$ cat src/hw/perf_evt_defs.vh
// Event codes, widths and reset values for the performance event qualifier
`ifndef PERF_EVT_DEFS_VH
`define PERF_EVT_DEFS_VH

// Width of the event select code
`define EVT_W            6
// Event codes handled by this block
`define EVT_RD_STALL     6'h1a
`define EVT_WR_EM_STALL  6'h1b
`define EVT_LOCKED_BUS   6'h1c
`define EVT_IO_CYCLE     6'h1d
`define EVT_NC_READ      6'h1e
`define EVT_AGI_STALL    6'h1f
`define EVT_RSVD_0       6'h20
`define EVT_RSVD_1       6'h21
`define EVT_FLOAT_OP     6'h22
`define EVT_BP_MATCH_0   6'h23
`define EVT_BP_MATCH_1   6'h24
`define EVT_BP_MATCH_2   6'h25
`define EVT_BP_MATCH_3   6'h26

// Increment width: at most two occurrences per clock
`define INC_W            2
`define INC_ZERO         2'h0
`define INC_ONE          2'h1
// Number of debug address registers
`define BP_N             4
`define BP_RST           4'h0
// Bit positions in the excluded float exception vector
`define FX_DIV_ZERO      0
`define FX_NEG_SQRT      1
`define FX_SPECIAL_OPND  2
`define FX_STACK         3
`define FX_W             4
`define FX_NONE          4'h0

`endif

$ cat src/hw/agi_detect.v
// Address-generation interlock detector for one address-generation stage slot
`timescale 1ns/1ps
`default_nettype none

module agi_detect #(
  parameter REG_W = 3
) (
  // Execute stage writers, primary and secondary pipes
  input  wire             ex_u_wr_i,
  input  wire [REG_W-1:0] ex_u_dst_i,
  input  wire             ex_v_wr_i,
  input  wire [REG_W-1:0] ex_v_dst_i,
  // Address-generation stage operands of this slot
  input  wire             ag_valid_i,
  input  wire             ag_base_used_i,
  input  wire [REG_W-1:0] ag_base_i,
  input  wire             ag_idx_used_i,
  input  wire [REG_W-1:0] ag_idx_i,
  // Interlock flag
  output wire             interlock_o
);

  wire hit_u;
  wire hit_v;

  // Either execute-stage writer may hit base or index of this slot
  assign hit_u = ex_u_wr_i && ((ag_base_used_i && (ag_base_i == ex_u_dst_i)) ||
                               (ag_idx_used_i && (ag_idx_i == ex_u_dst_i)));
  assign hit_v = ex_v_wr_i && ((ag_base_used_i && (ag_base_i == ex_v_dst_i)) ||
                               (ag_idx_used_i && (ag_idx_i == ex_v_dst_i)));

  // One stall per stalled slot, however many writers collide
  assign interlock_o = ag_valid_i && (hit_u || hit_v);

endmodule

`default_nettype wire

$ cat src/hw/bp_match_qual.v
// Breakpoint match qualification for the four debug address registers
`timescale 1ns/1ps
`default_nettype none

module bp_match_qual #(
  parameter BP_N = 4
) (
  // Raw comparator results per register and pipe
  input  wire [BP_N-1:0] match_u_i,
  input  wire [BP_N-1:0] match_v_i,
  // Register is a code breakpoint
  input  wire [BP_N-1:0] is_code_i,
  // Breakpoints enabled by software
  input  wire [BP_N-1:0] enabled_i,
  // Qualified match per register
  output wire [BP_N-1:0] match_o
);

  genvar i;

  // Disabled code breakpoints are checked in the primary pipe only;
  // enable state otherwise does not gate the match
  generate
    for (i = 0; i < BP_N; i = i + 1) begin : g_bp
      assign match_o[i] = match_u_i[i] ||
                          (match_v_i[i] && (enabled_i[i] || !is_code_i[i]));
    end
  endgenerate

endmodule

`default_nettype wire

$ cat src/hw/perf_event_select_decode.v
// Performance event qualifier for event codes 1a to 26 feeding one counter
//
// Behaviour
// - Code 1a: one per clock stalled on data read, data TLB miss included.
// - Code 1a also counts reads held off while a line fill runs.
// - Code 1b: one per stall on write to exclusive or modified line.
// - Code 1c: locked bus cycles from lock prefix, page and descriptor updates.
// - Code 1c counts the read of a locked read-modify-write, not the write.
// - Split locked access under split cycle flag counts as two accesses.
// - Codes 1c, 1d, 1e skip bus cycles restarted after back-off.
// - Code 1d: I/O bus cycles; misaligned I/O gives two cycles, adds two.
// - Code 1e: noncacheable memory read cycles, TLB misses in, I/O out.
// - Code 1f: interlock stalls, two when both pipes stall together.
// - Interlock: execute stage writes base or index of address-gen stage.
// - Code 22: float add, sub, mul, div, remainder, square root.
// - Transcendentals count once per internal add or multiply.
// - Zero-divide, negative root, special operand, stack faults are not counted.
// - Integer multiply and other float-unit instructions also count.
// - Codes 23 to 26 count matches on debug address registers 0 to 3.
// - Breakpoint matches count enabled or not, except disabled code breakpoints matching in the secondary pipe.
// - Match events equal the breakpoint match pin indications.
`timescale 1ns/1ps
`default_nettype none
`include "perf_evt_defs.vh"

module perf_event_select_decode #(
  parameter REG_W = 3
) (
  // Clock and reset
  input  wire                sys_clk_i,
  input  wire                srst_i,

  // Counter event select
  input  wire [`EVT_W-1:0]   evt_sel_i,

  // Data read stall sources
  input  wire                rd_stall_i,
  input  wire                dtlb_miss_busy_i,
  input  wire                fill_block_rd_i,

  // Write stall on exclusive or modified line, level while stalled
  input  wire                wr_em_stall_i,

  // Bus unit cycle start and attributes
  input  wire                bus_cyc_start_i,
  input  wire                bus_cyc_busy_i,
  input  wire                bus_cyc_lock_i,
  input  wire                bus_cyc_wr_i,
  input  wire                bus_cyc_io_i,
  input  wire                bus_cyc_ncache_i,
  input  wire                split_cycle_flag_i,
  input  wire                bus_backoff_input_n_i,

  // Execute stage writers
  input  wire                ex_u_wr_i,
  input  wire [REG_W-1:0]    ex_u_dst_i,
  input  wire                ex_v_wr_i,
  input  wire [REG_W-1:0]    ex_v_dst_i,

  // Primary pipe address-generation stage
  input  wire                ag_u_valid_i,
  input  wire                ag_u_base_used_i,
  input  wire [REG_W-1:0]    ag_u_base_i,
  input  wire                ag_u_idx_used_i,
  input  wire [REG_W-1:0]    ag_u_idx_i,

  // Secondary pipe address-generation stage
  input  wire                ag_v_valid_i,
  input  wire                ag_v_base_used_i,
  input  wire [REG_W-1:0]    ag_v_base_i,
  input  wire                ag_v_idx_used_i,
  input  wire [REG_W-1:0]    ag_v_idx_i,

  // Floating-point unit
  input  wire                fp_op_i,
  input  wire [`FX_W-1:0]    fp_xcpt_i,
  input  wire                fpu_other_op_i,

  // Breakpoint comparators
  input  wire [`BP_N-1:0]    bp_match_u_i,
  input  wire [`BP_N-1:0]    bp_match_v_i,
  input  wire [`BP_N-1:0]    bp_is_code_i,
  input  wire [`BP_N-1:0]    bp_enabled_i,

  // Counter increment and breakpoint pins
  output reg  [`INC_W-1:0]   cnt_inc_o,
  output reg  [`BP_N-1:0]    breakpoint_match_pins_o
);

  // Interlock flags per address-generation slot
  wire                       agi_u;
  wire                       agi_v;
  // Qualified breakpoint matches
  wire [`BP_N-1:0]           bp_match;

  // Previous write-stall level, for stall start detection
  reg                        wr_em_prev_r;
  // A back-off hit the running bus cycle; its restart is not new
  reg                        restart_pend_r;
  reg                        restart_pend_nxt;

  // Per-event occurrence counts for this clock
  reg  [`INC_W-1:0]          n_rd_stall;
  reg  [`INC_W-1:0]          n_wr_stall;
  reg  [`INC_W-1:0]          n_locked;
  reg  [`INC_W-1:0]          n_io;
  reg  [`INC_W-1:0]          n_nc_rd;
  reg  [`INC_W-1:0]          n_agi;
  reg  [`INC_W-1:0]          n_fp;
  reg  [`INC_W-1:0]          inc_nxt;

  wire                       backoff_now;
  wire                       new_cycle;
  wire                       fp_counted;

  // Interlock in the primary pipe's address-generation slot
  agi_detect #(
    .REG_W          (REG_W)
  ) u_agi_u (
    .ex_u_wr_i      (ex_u_wr_i),
    .ex_u_dst_i     (ex_u_dst_i),
    .ex_v_wr_i      (ex_v_wr_i),
    .ex_v_dst_i     (ex_v_dst_i),
    .ag_valid_i     (ag_u_valid_i),
    .ag_base_used_i (ag_u_base_used_i),
    .ag_base_i      (ag_u_base_i),
    .ag_idx_used_i  (ag_u_idx_used_i),
    .ag_idx_i       (ag_u_idx_i),
    .interlock_o    (agi_u)
  );

  // Interlock in the secondary pipe's address-generation slot
  agi_detect #(
    .REG_W          (REG_W)
  ) u_agi_v (
    .ex_u_wr_i      (ex_u_wr_i),
    .ex_u_dst_i     (ex_u_dst_i),
    .ex_v_wr_i      (ex_v_wr_i),
    .ex_v_dst_i     (ex_v_dst_i),
    .ag_valid_i     (ag_v_valid_i),
    .ag_base_used_i (ag_v_base_used_i),
    .ag_base_i      (ag_v_base_i),
    .ag_idx_used_i  (ag_v_idx_used_i),
    .ag_idx_i       (ag_v_idx_i),
    .interlock_o    (agi_v)
  );

  // Breakpoint match qualification
  bp_match_qual #(
    .BP_N       (`BP_N)
  ) u_bp_qual (
    .match_u_i  (bp_match_u_i),
    .match_v_i  (bp_match_v_i),
    .is_code_i  (bp_is_code_i),
    .enabled_i  (bp_enabled_i),
    .match_o    (bp_match)
  );

  // Back-off pin is active low; it only matters while a cycle runs
  assign backoff_now = !bus_backoff_input_n_i && bus_cyc_busy_i;

  // A start that follows a back-off is the same cycle again
  assign new_cycle = bus_cyc_start_i && !restart_pend_r;

  // Restart tracking: a back-off in the start clock itself arms again,
  // so that the set is never lost to the clear
  always @* begin
    restart_pend_nxt = restart_pend_r;
    if (bus_cyc_start_i) begin
      restart_pend_nxt = 1'b0;
    end
    if (backoff_now) begin
      restart_pend_nxt = 1'b1;
    end
  end

  // Float operations with one of the four excluded faults drop out
  assign fp_counted = fp_op_i && (fp_xcpt_i == `FX_NONE);

  // Occurrence counts per event in this clock
  always @* begin
    // Read stall clocks, including TLB misses and fill-blocked reads
    n_rd_stall = (rd_stall_i || dtlb_miss_busy_i || fill_block_rd_i) ?
                 `INC_ONE : `INC_ZERO;
    // One per stall, taken at the stall's first clock
    n_wr_stall = (wr_em_stall_i && !wr_em_prev_r) ?
                 `INC_ONE : `INC_ZERO;
    // Locked read cycles only; each half of a split access has its own start
    n_locked   = (new_cycle && bus_cyc_lock_i && !bus_cyc_wr_i) ?
                 `INC_ONE : `INC_ZERO;
    // Every I/O cycle, so a misaligned access adds two over two starts
    n_io       = (new_cycle && bus_cyc_io_i) ?
                 `INC_ONE : `INC_ZERO;
    // Noncacheable memory reads, I/O space excluded
    n_nc_rd    = (new_cycle && bus_cyc_ncache_i && !bus_cyc_wr_i && !bus_cyc_io_i) ?
                 `INC_ONE : `INC_ZERO;
    // Both pipes interlocked in one clock count twice
    n_agi      = {1'b0, agi_u} + {1'b0, agi_v};
    // Internal float steps and other float-unit work, both per clock
    n_fp       = {1'b0, fp_counted} + {1'b0, fpu_other_op_i};
  end

  // Select the increment for the chosen event
  always @* begin
    case (evt_sel_i)
      `EVT_RD_STALL: begin
        inc_nxt = n_rd_stall;
      end
      `EVT_WR_EM_STALL: begin
        inc_nxt = n_wr_stall;
      end
      `EVT_LOCKED_BUS: begin
        inc_nxt = n_locked;
      end
      `EVT_IO_CYCLE: begin
        inc_nxt = n_io;
      end
      `EVT_NC_READ: begin
        inc_nxt = n_nc_rd;
      end
      `EVT_AGI_STALL: begin
        inc_nxt = n_agi;
      end
      `EVT_RSVD_0, `EVT_RSVD_1: begin
        inc_nxt = `INC_ZERO;
      end
      `EVT_FLOAT_OP: begin
        inc_nxt = n_fp;
      end
      // Breakpoint events read the very vector that drives the pins
      `EVT_BP_MATCH_0: begin
        inc_nxt = {1'b0, bp_match[0]};
      end
      `EVT_BP_MATCH_1: begin
        inc_nxt = {1'b0, bp_match[1]};
      end
      `EVT_BP_MATCH_2: begin
        inc_nxt = {1'b0, bp_match[2]};
      end
      `EVT_BP_MATCH_3: begin
        inc_nxt = {1'b0, bp_match[3]};
      end
      // Codes outside this block belong to other qualifiers
      default: begin
        inc_nxt = `INC_ZERO;
      end
    endcase
  end

  // Registered outputs and history; one clock of latency keeps the
  // increment and the pins aligned on the same edge
  always @(posedge sys_clk_i) begin
    if (srst_i) begin
      cnt_inc_o               <= `INC_ZERO;
      breakpoint_match_pins_o <= `BP_RST;
      wr_em_prev_r            <= 1'b0;
      restart_pend_r          <= 1'b0;
    end else begin
      cnt_inc_o               <= inc_nxt;
      breakpoint_match_pins_o <= bp_match;
      wr_em_prev_r            <= wr_em_stall_i;
      restart_pend_r          <= restart_pend_nxt;
    end
  end

endmodule

`default_nettype wire

$ cat config.mk
export PLATFORM = sky130hd
export DESIGN_NAME = perf_event_select_decode
export DESIGN_NICKNAME = d
export VERILOG_FILES = /design/src/hw/agi_detect.v /design/src/hw/bp_match_qual.v /design/src/hw/perf_event_select_decode.v
export VERILOG_INCLUDE_DIRS = /design/src /design/src/hw
export SDC_FILE = /design/constraint.sdc
export NUM_CORES = 1
export LEC_CHECK = 0
export ABC_AREA = 1
export BUFFER_PORTS_ARGS = -buffer_cell sky130_fd_sc_hd__buf_2
export CAP_MARGIN = 20
export CORE_ASPECT_RATIO = 1.75
export CORE_MARGIN = 2
export CORE_UTILIZATION = 41
export DETAILED_ROUTE_END_ITERATION = 10
export PLACE_DENSITY = 0.87
export SLEW_MARGIN = 20
export SYNTH_ARGS = -nofsm -noshare
export SYNTH_HDL_FRONTEND = slang
export SYNTH_SLANG_ARGS = --single-unit
export TNS_END_PERCENT = 1
$ cat constraint.sdc
create_clock -name sys_clk_i -period 1.63 [get_ports sys_clk_i]
set_input_delay 0.0815 -clock sys_clk_i [delete_from_list [all_inputs] [get_ports sys_clk_i]]
set_output_delay 0.0815 -clock sys_clk_i [all_outputs]
set_load 0.02 [all_outputs]
==> reports/metrics.sh <==
SYNTH_WARNINGS=0
DIE_H_UM=71.38
STARTPOINT_TYPE='input pin'
NUM_VIAS=1433
TOP_FAMILY_BY_DELAY_ON_CRITICAL_PATH='simple AND/OR/NAND/NOR gates'
POST-SYNTH-TOP-AREA-CELL='sky130_fd_sc_hd__nand2_1'
MAX_FREQ_MHz=704.6
PWR-SHARE-CLK_PCT=33.0
PERIOD_SHARE_PCT=87.07
P_SWITCHING_mW=0.2335
ANTENNA-DIODE-COUNT=0
GRT_ANTENNA_BEFORE_REPAIR=0
CTS_HOLD_REPAIR.BUFFERS=0
CTSROOTBUFFERMASTER='sky130_fd_sc_hd__clkbuf_8'
CLK-INSERTION-DELAY-LATE_NS=0.23
CRITPATHMAXFANOUT=5
VIA_COUNT_OF_THE_FIRST_GLOBAL_ROUTING_PASS=1422
SYN_AVG_CELL_AREA_UM2=5.597
TIMING.CRITICAL_PATH.SLOWEST_STAGE_CELL='sky130_fd_sc_hd__ha_1'
STATUS='finished, final reports clean'
POST_CTS_RESIZE_COUNT=0
COMB_POWER_SHARE_PCT=38.5
MIN_PERIOD_NS=1.419
FILLERS=261
MIN-DELAY-PATH-CLASS='input pin to register'
DP_HPWL_MM=2.689
AREA_GROWTH_PCT=42.24
GRT_PASS1_WL_MM=5.126
SYNTH_SEQ_AREA_SHARE_PCT=15.06
CHIP_WIDTH_UM=42.50
GLOBAL_ROUTE.OVERFLOW_TOTAL=0
CTS_SINKS=8
MAX-SLEW-MARGIN-REL_PCT=81.42
PRECTSSETUPSLACK_NS=-0.04456
CPMOSTUSEDCELL='sky130_fd_sc_hd__nand2_1'
HOLD_VIOLATIONS=0
SYNTHFLOPTYPE='sky130_fd_sc_hd__dfxtp_1'
FINAL_TOTAL_POWER_mW=0.7353
LEADING_POST_SYNTHESIS_CELLS_BY_CELL_AREA='sky130_fd_sc_hd__nand2_1, sky130_fd_sc_hd__dfxtp_1, sky130_fd_sc_hd__xnor2_1, sky130_fd_sc_hd__inv_1, sky130_fd_sc_hd__nor2_1'
WORSTPATHARRIVAL_NS=1.55
FLOORPLAN_DIE_AREA_UM2=3033
CRITPATHKIND='input pin to register'
MULTI_INPUT_AREA_UM2=770.7
ROUTE.ANTENNA.REMAINING_NETS=0
WORST-ENDPOINT-REQUIRED_NS=1.76
CRITICAL_PATH.CELL_CHAIN='buf_2, inv_1, nand2_1, a21boi_0, nand3_1, nand2_1, nand2_1, a21boi_0, ha_1, nand3_1, nand2_1, nor2_1, nand3_1, nand2_1, inv_1'
CTS_SETUP_BUFFERS=0
POST_DRT_WL_PER_CELL_UM=10.61
CAP_VIOL_MAX_COUNT=0
FRACTION_OF_LAYOUT_CELLS_WITH_A_SIZE_SUFFIX_ABOVE_1_PCT=34.72
WIRELENGTH_MM=3.088
REMAINING_DRC_ERRORS=0
FINAL_WS_SETUP_NS=0.2108
CELLPOWERDENSITY_nW_PER_UM2=486.1
SYNTH_CELL_TYPES=24
SYNTH.CELLS.MOST_FREQUENT='sky130_fd_sc_hd__nand2_1, sky130_fd_sc_hd__inv_1, sky130_fd_sc_hd__nor2_1'
CLOCK_SKEW_NS=0.001432
LAYOUT_NET_COUNT=337
CLK_PIN_SLEW_WORST_PATHS_NS=0.04
POWER.SEQUENTIAL.FRACTION_PCT=28.5
FIN_UTIL_PCT=60.69
RSZ_0062_RAISED_AFTER_GLOBAL_ROUTING='no'
CTS-BUFFERS-INSERTED=3
SYNTH.FF_LATCH_COUNT=8
DRTPASS1ITERATIONS=4
PLACEMENT.IO_BUFFERS=72
SYNTH-ASYNC-RESET-RATIO_PCT=0
VIAS_PER_CELL=4.924
FINAL-SETUP-VIOL-COUNT=0
SYNTH.NET_COUNT=260
NETSWITCHINGFRACTION_PCT=31.76
CORE_AREA_UM2=2492
MAX_STAGE_DELAY_NS=0.26
SETUP_TOTAL_NEGATIVE_SLACK_NS=0
FIN_HOLD_WS_NS=0.08752
CTS-ROOT-TO-SINK-BUFFERS=2
SYNTHDOMINANTCELLAREASHARE_PCT=18.35
PIN_COUNT_OF_THE_BIGGEST_NET_ENTERING_GLOBAL_ROUTING=8
FIRST_ITER_VIOLATIONS=12
INTERNAL_mW=0.5017
REGAREA_UM2=160.2
CTS_TREE='done'
GROUTE.USAGE.OVERALL_PCT=21.28
TIMING.CRITICAL_PATH.BUF_INV=3
BOUNDARYPINS=74
TIMING_WORST_SLEW_PIN_VALUE_NS=0.2758
SYNTH.MOST_COMMON_CELL='sky130_fd_sc_hd__nand2_1'
PLACE_CONGESTION=0.8741
SYNTH_AREA_UM2=1064
FLOORPLAN.INITIALDENSITY_PCT=42.67
SYNTH_ENABLE_FLOP_CELLS=0
SYNTH_CELLS=190
FLOORPLAN.ROWS=24
MAX-VDD-IR-DROP_V=0.0004875
CTS.HTREE.LEVELS=1
CRITPATHCAPTURETYPE='register'
TIMING.FINAL.MAX_SLEW_VIOLATIONS=0
POWER.LEAKAGE_nW=0.8766
[metrics by stage]
| stage | std cells | instance area, um^2 |
|---|---|---|
| after CTS | 291 | 1513 |
| after global routing | 291 | 1513 |
| final | 291 | 1513 |
| after detailed placement | 288 | 1471 |
| after global placement | 288 | 1471 |
| after floorplan | 190 | 1064 |
[final timing paths]
path                        from              to  cells after the start  slack, ns
setup / recovery   ex_v_dst_i[0]    cnt_inc_o[0]                     15       0.21
hold / removal     wr_em_stall_i    wr_em_prev_r                      3       0.09
setup reg to reg  restart_pend_r    cnt_inc_o[0]                      9       0.59
hold reg to reg   restart_pend_r  restart_pend_r                      4       0.57
[worst min-delay path: stages]
cell,delay (ns)
sky130_fd_sc_hd__buf_2,0.07
sky130_fd_sc_hd__inv_1,0.04
sky130_fd_sc_hd__nor2_1,0.08
[routing by layer]
layer	track usage [%]	up-vias	wire length, um
met2	43.25	76	1711
met3	3.778	13	266
met1	18.17	611	1000
met5	0	-	0
met4	11.81	0	110
li1	-	733	-
[sequential cells by signal (all words and copies together) (netlist names)]
| name | count |
|---|---|
| cnt_inc_o | 2 |
| restart_pend_r | 1 |
| wr_em_prev_r | 1 |
| breakpoint_match_pins_o | 4 |
[layout make-up]
| cell class | count | area share, % |
|---|---|---|
| Sequential cell | 8 | 10.59 |
| Multi-Input combinational cell | 147 | 50.95 |
| Timing Repair Buffer | 73 | 25.14 |
| Inverter | 34 | 8.437 |
| Clock buffer | 3 | 2.730 |
| Tap cell | 26 | 2.151 |
[cell usage in the layout, fill, tap and decap left out, drive strengths merged]
cell type  count
buf           73
a21oi          7
o21a           1
ha             2
xor2           2
or2            1
nand2         58
nand3b         2
a32oi          1
inv           34
clkbuf         3
nor3           3
xnor2         16
o21ai          6
o22ai          1
nand3          9
nor2          32
nand4          3
dfxtp          8
a21boi         3
[logic make-up (layout without fill, tap and decap cells)]
| kind of cell | after synthesis | in the layout | synth area share, % |
|---|---|---|---|
| flops | 8 | 8 | 15.06 |
| simple gates | 108 | 108 | 44.94 |
| xor+xnor | 18 | 18 | 14.82 |
| fa+ha+maj | 2 | 2 | 2.353 |
| compound gates | 19 | 19 | 10.35 |
| buf+inv | 35 | 110 | 12.47 |
[power by group through the flow]
stage,clock [mW],sequential (mW),combinational (mW)
final,0.243,0.210,0.283
after global routing,0.262,0.210,0.315
after CTS,0.249,0.210,0.284
after detailed placement,0,0.213,0.283
after global placement,0,0.212,0.275
after floorplan,0,0.223,0.133
(Power assumes the default switching activity.)
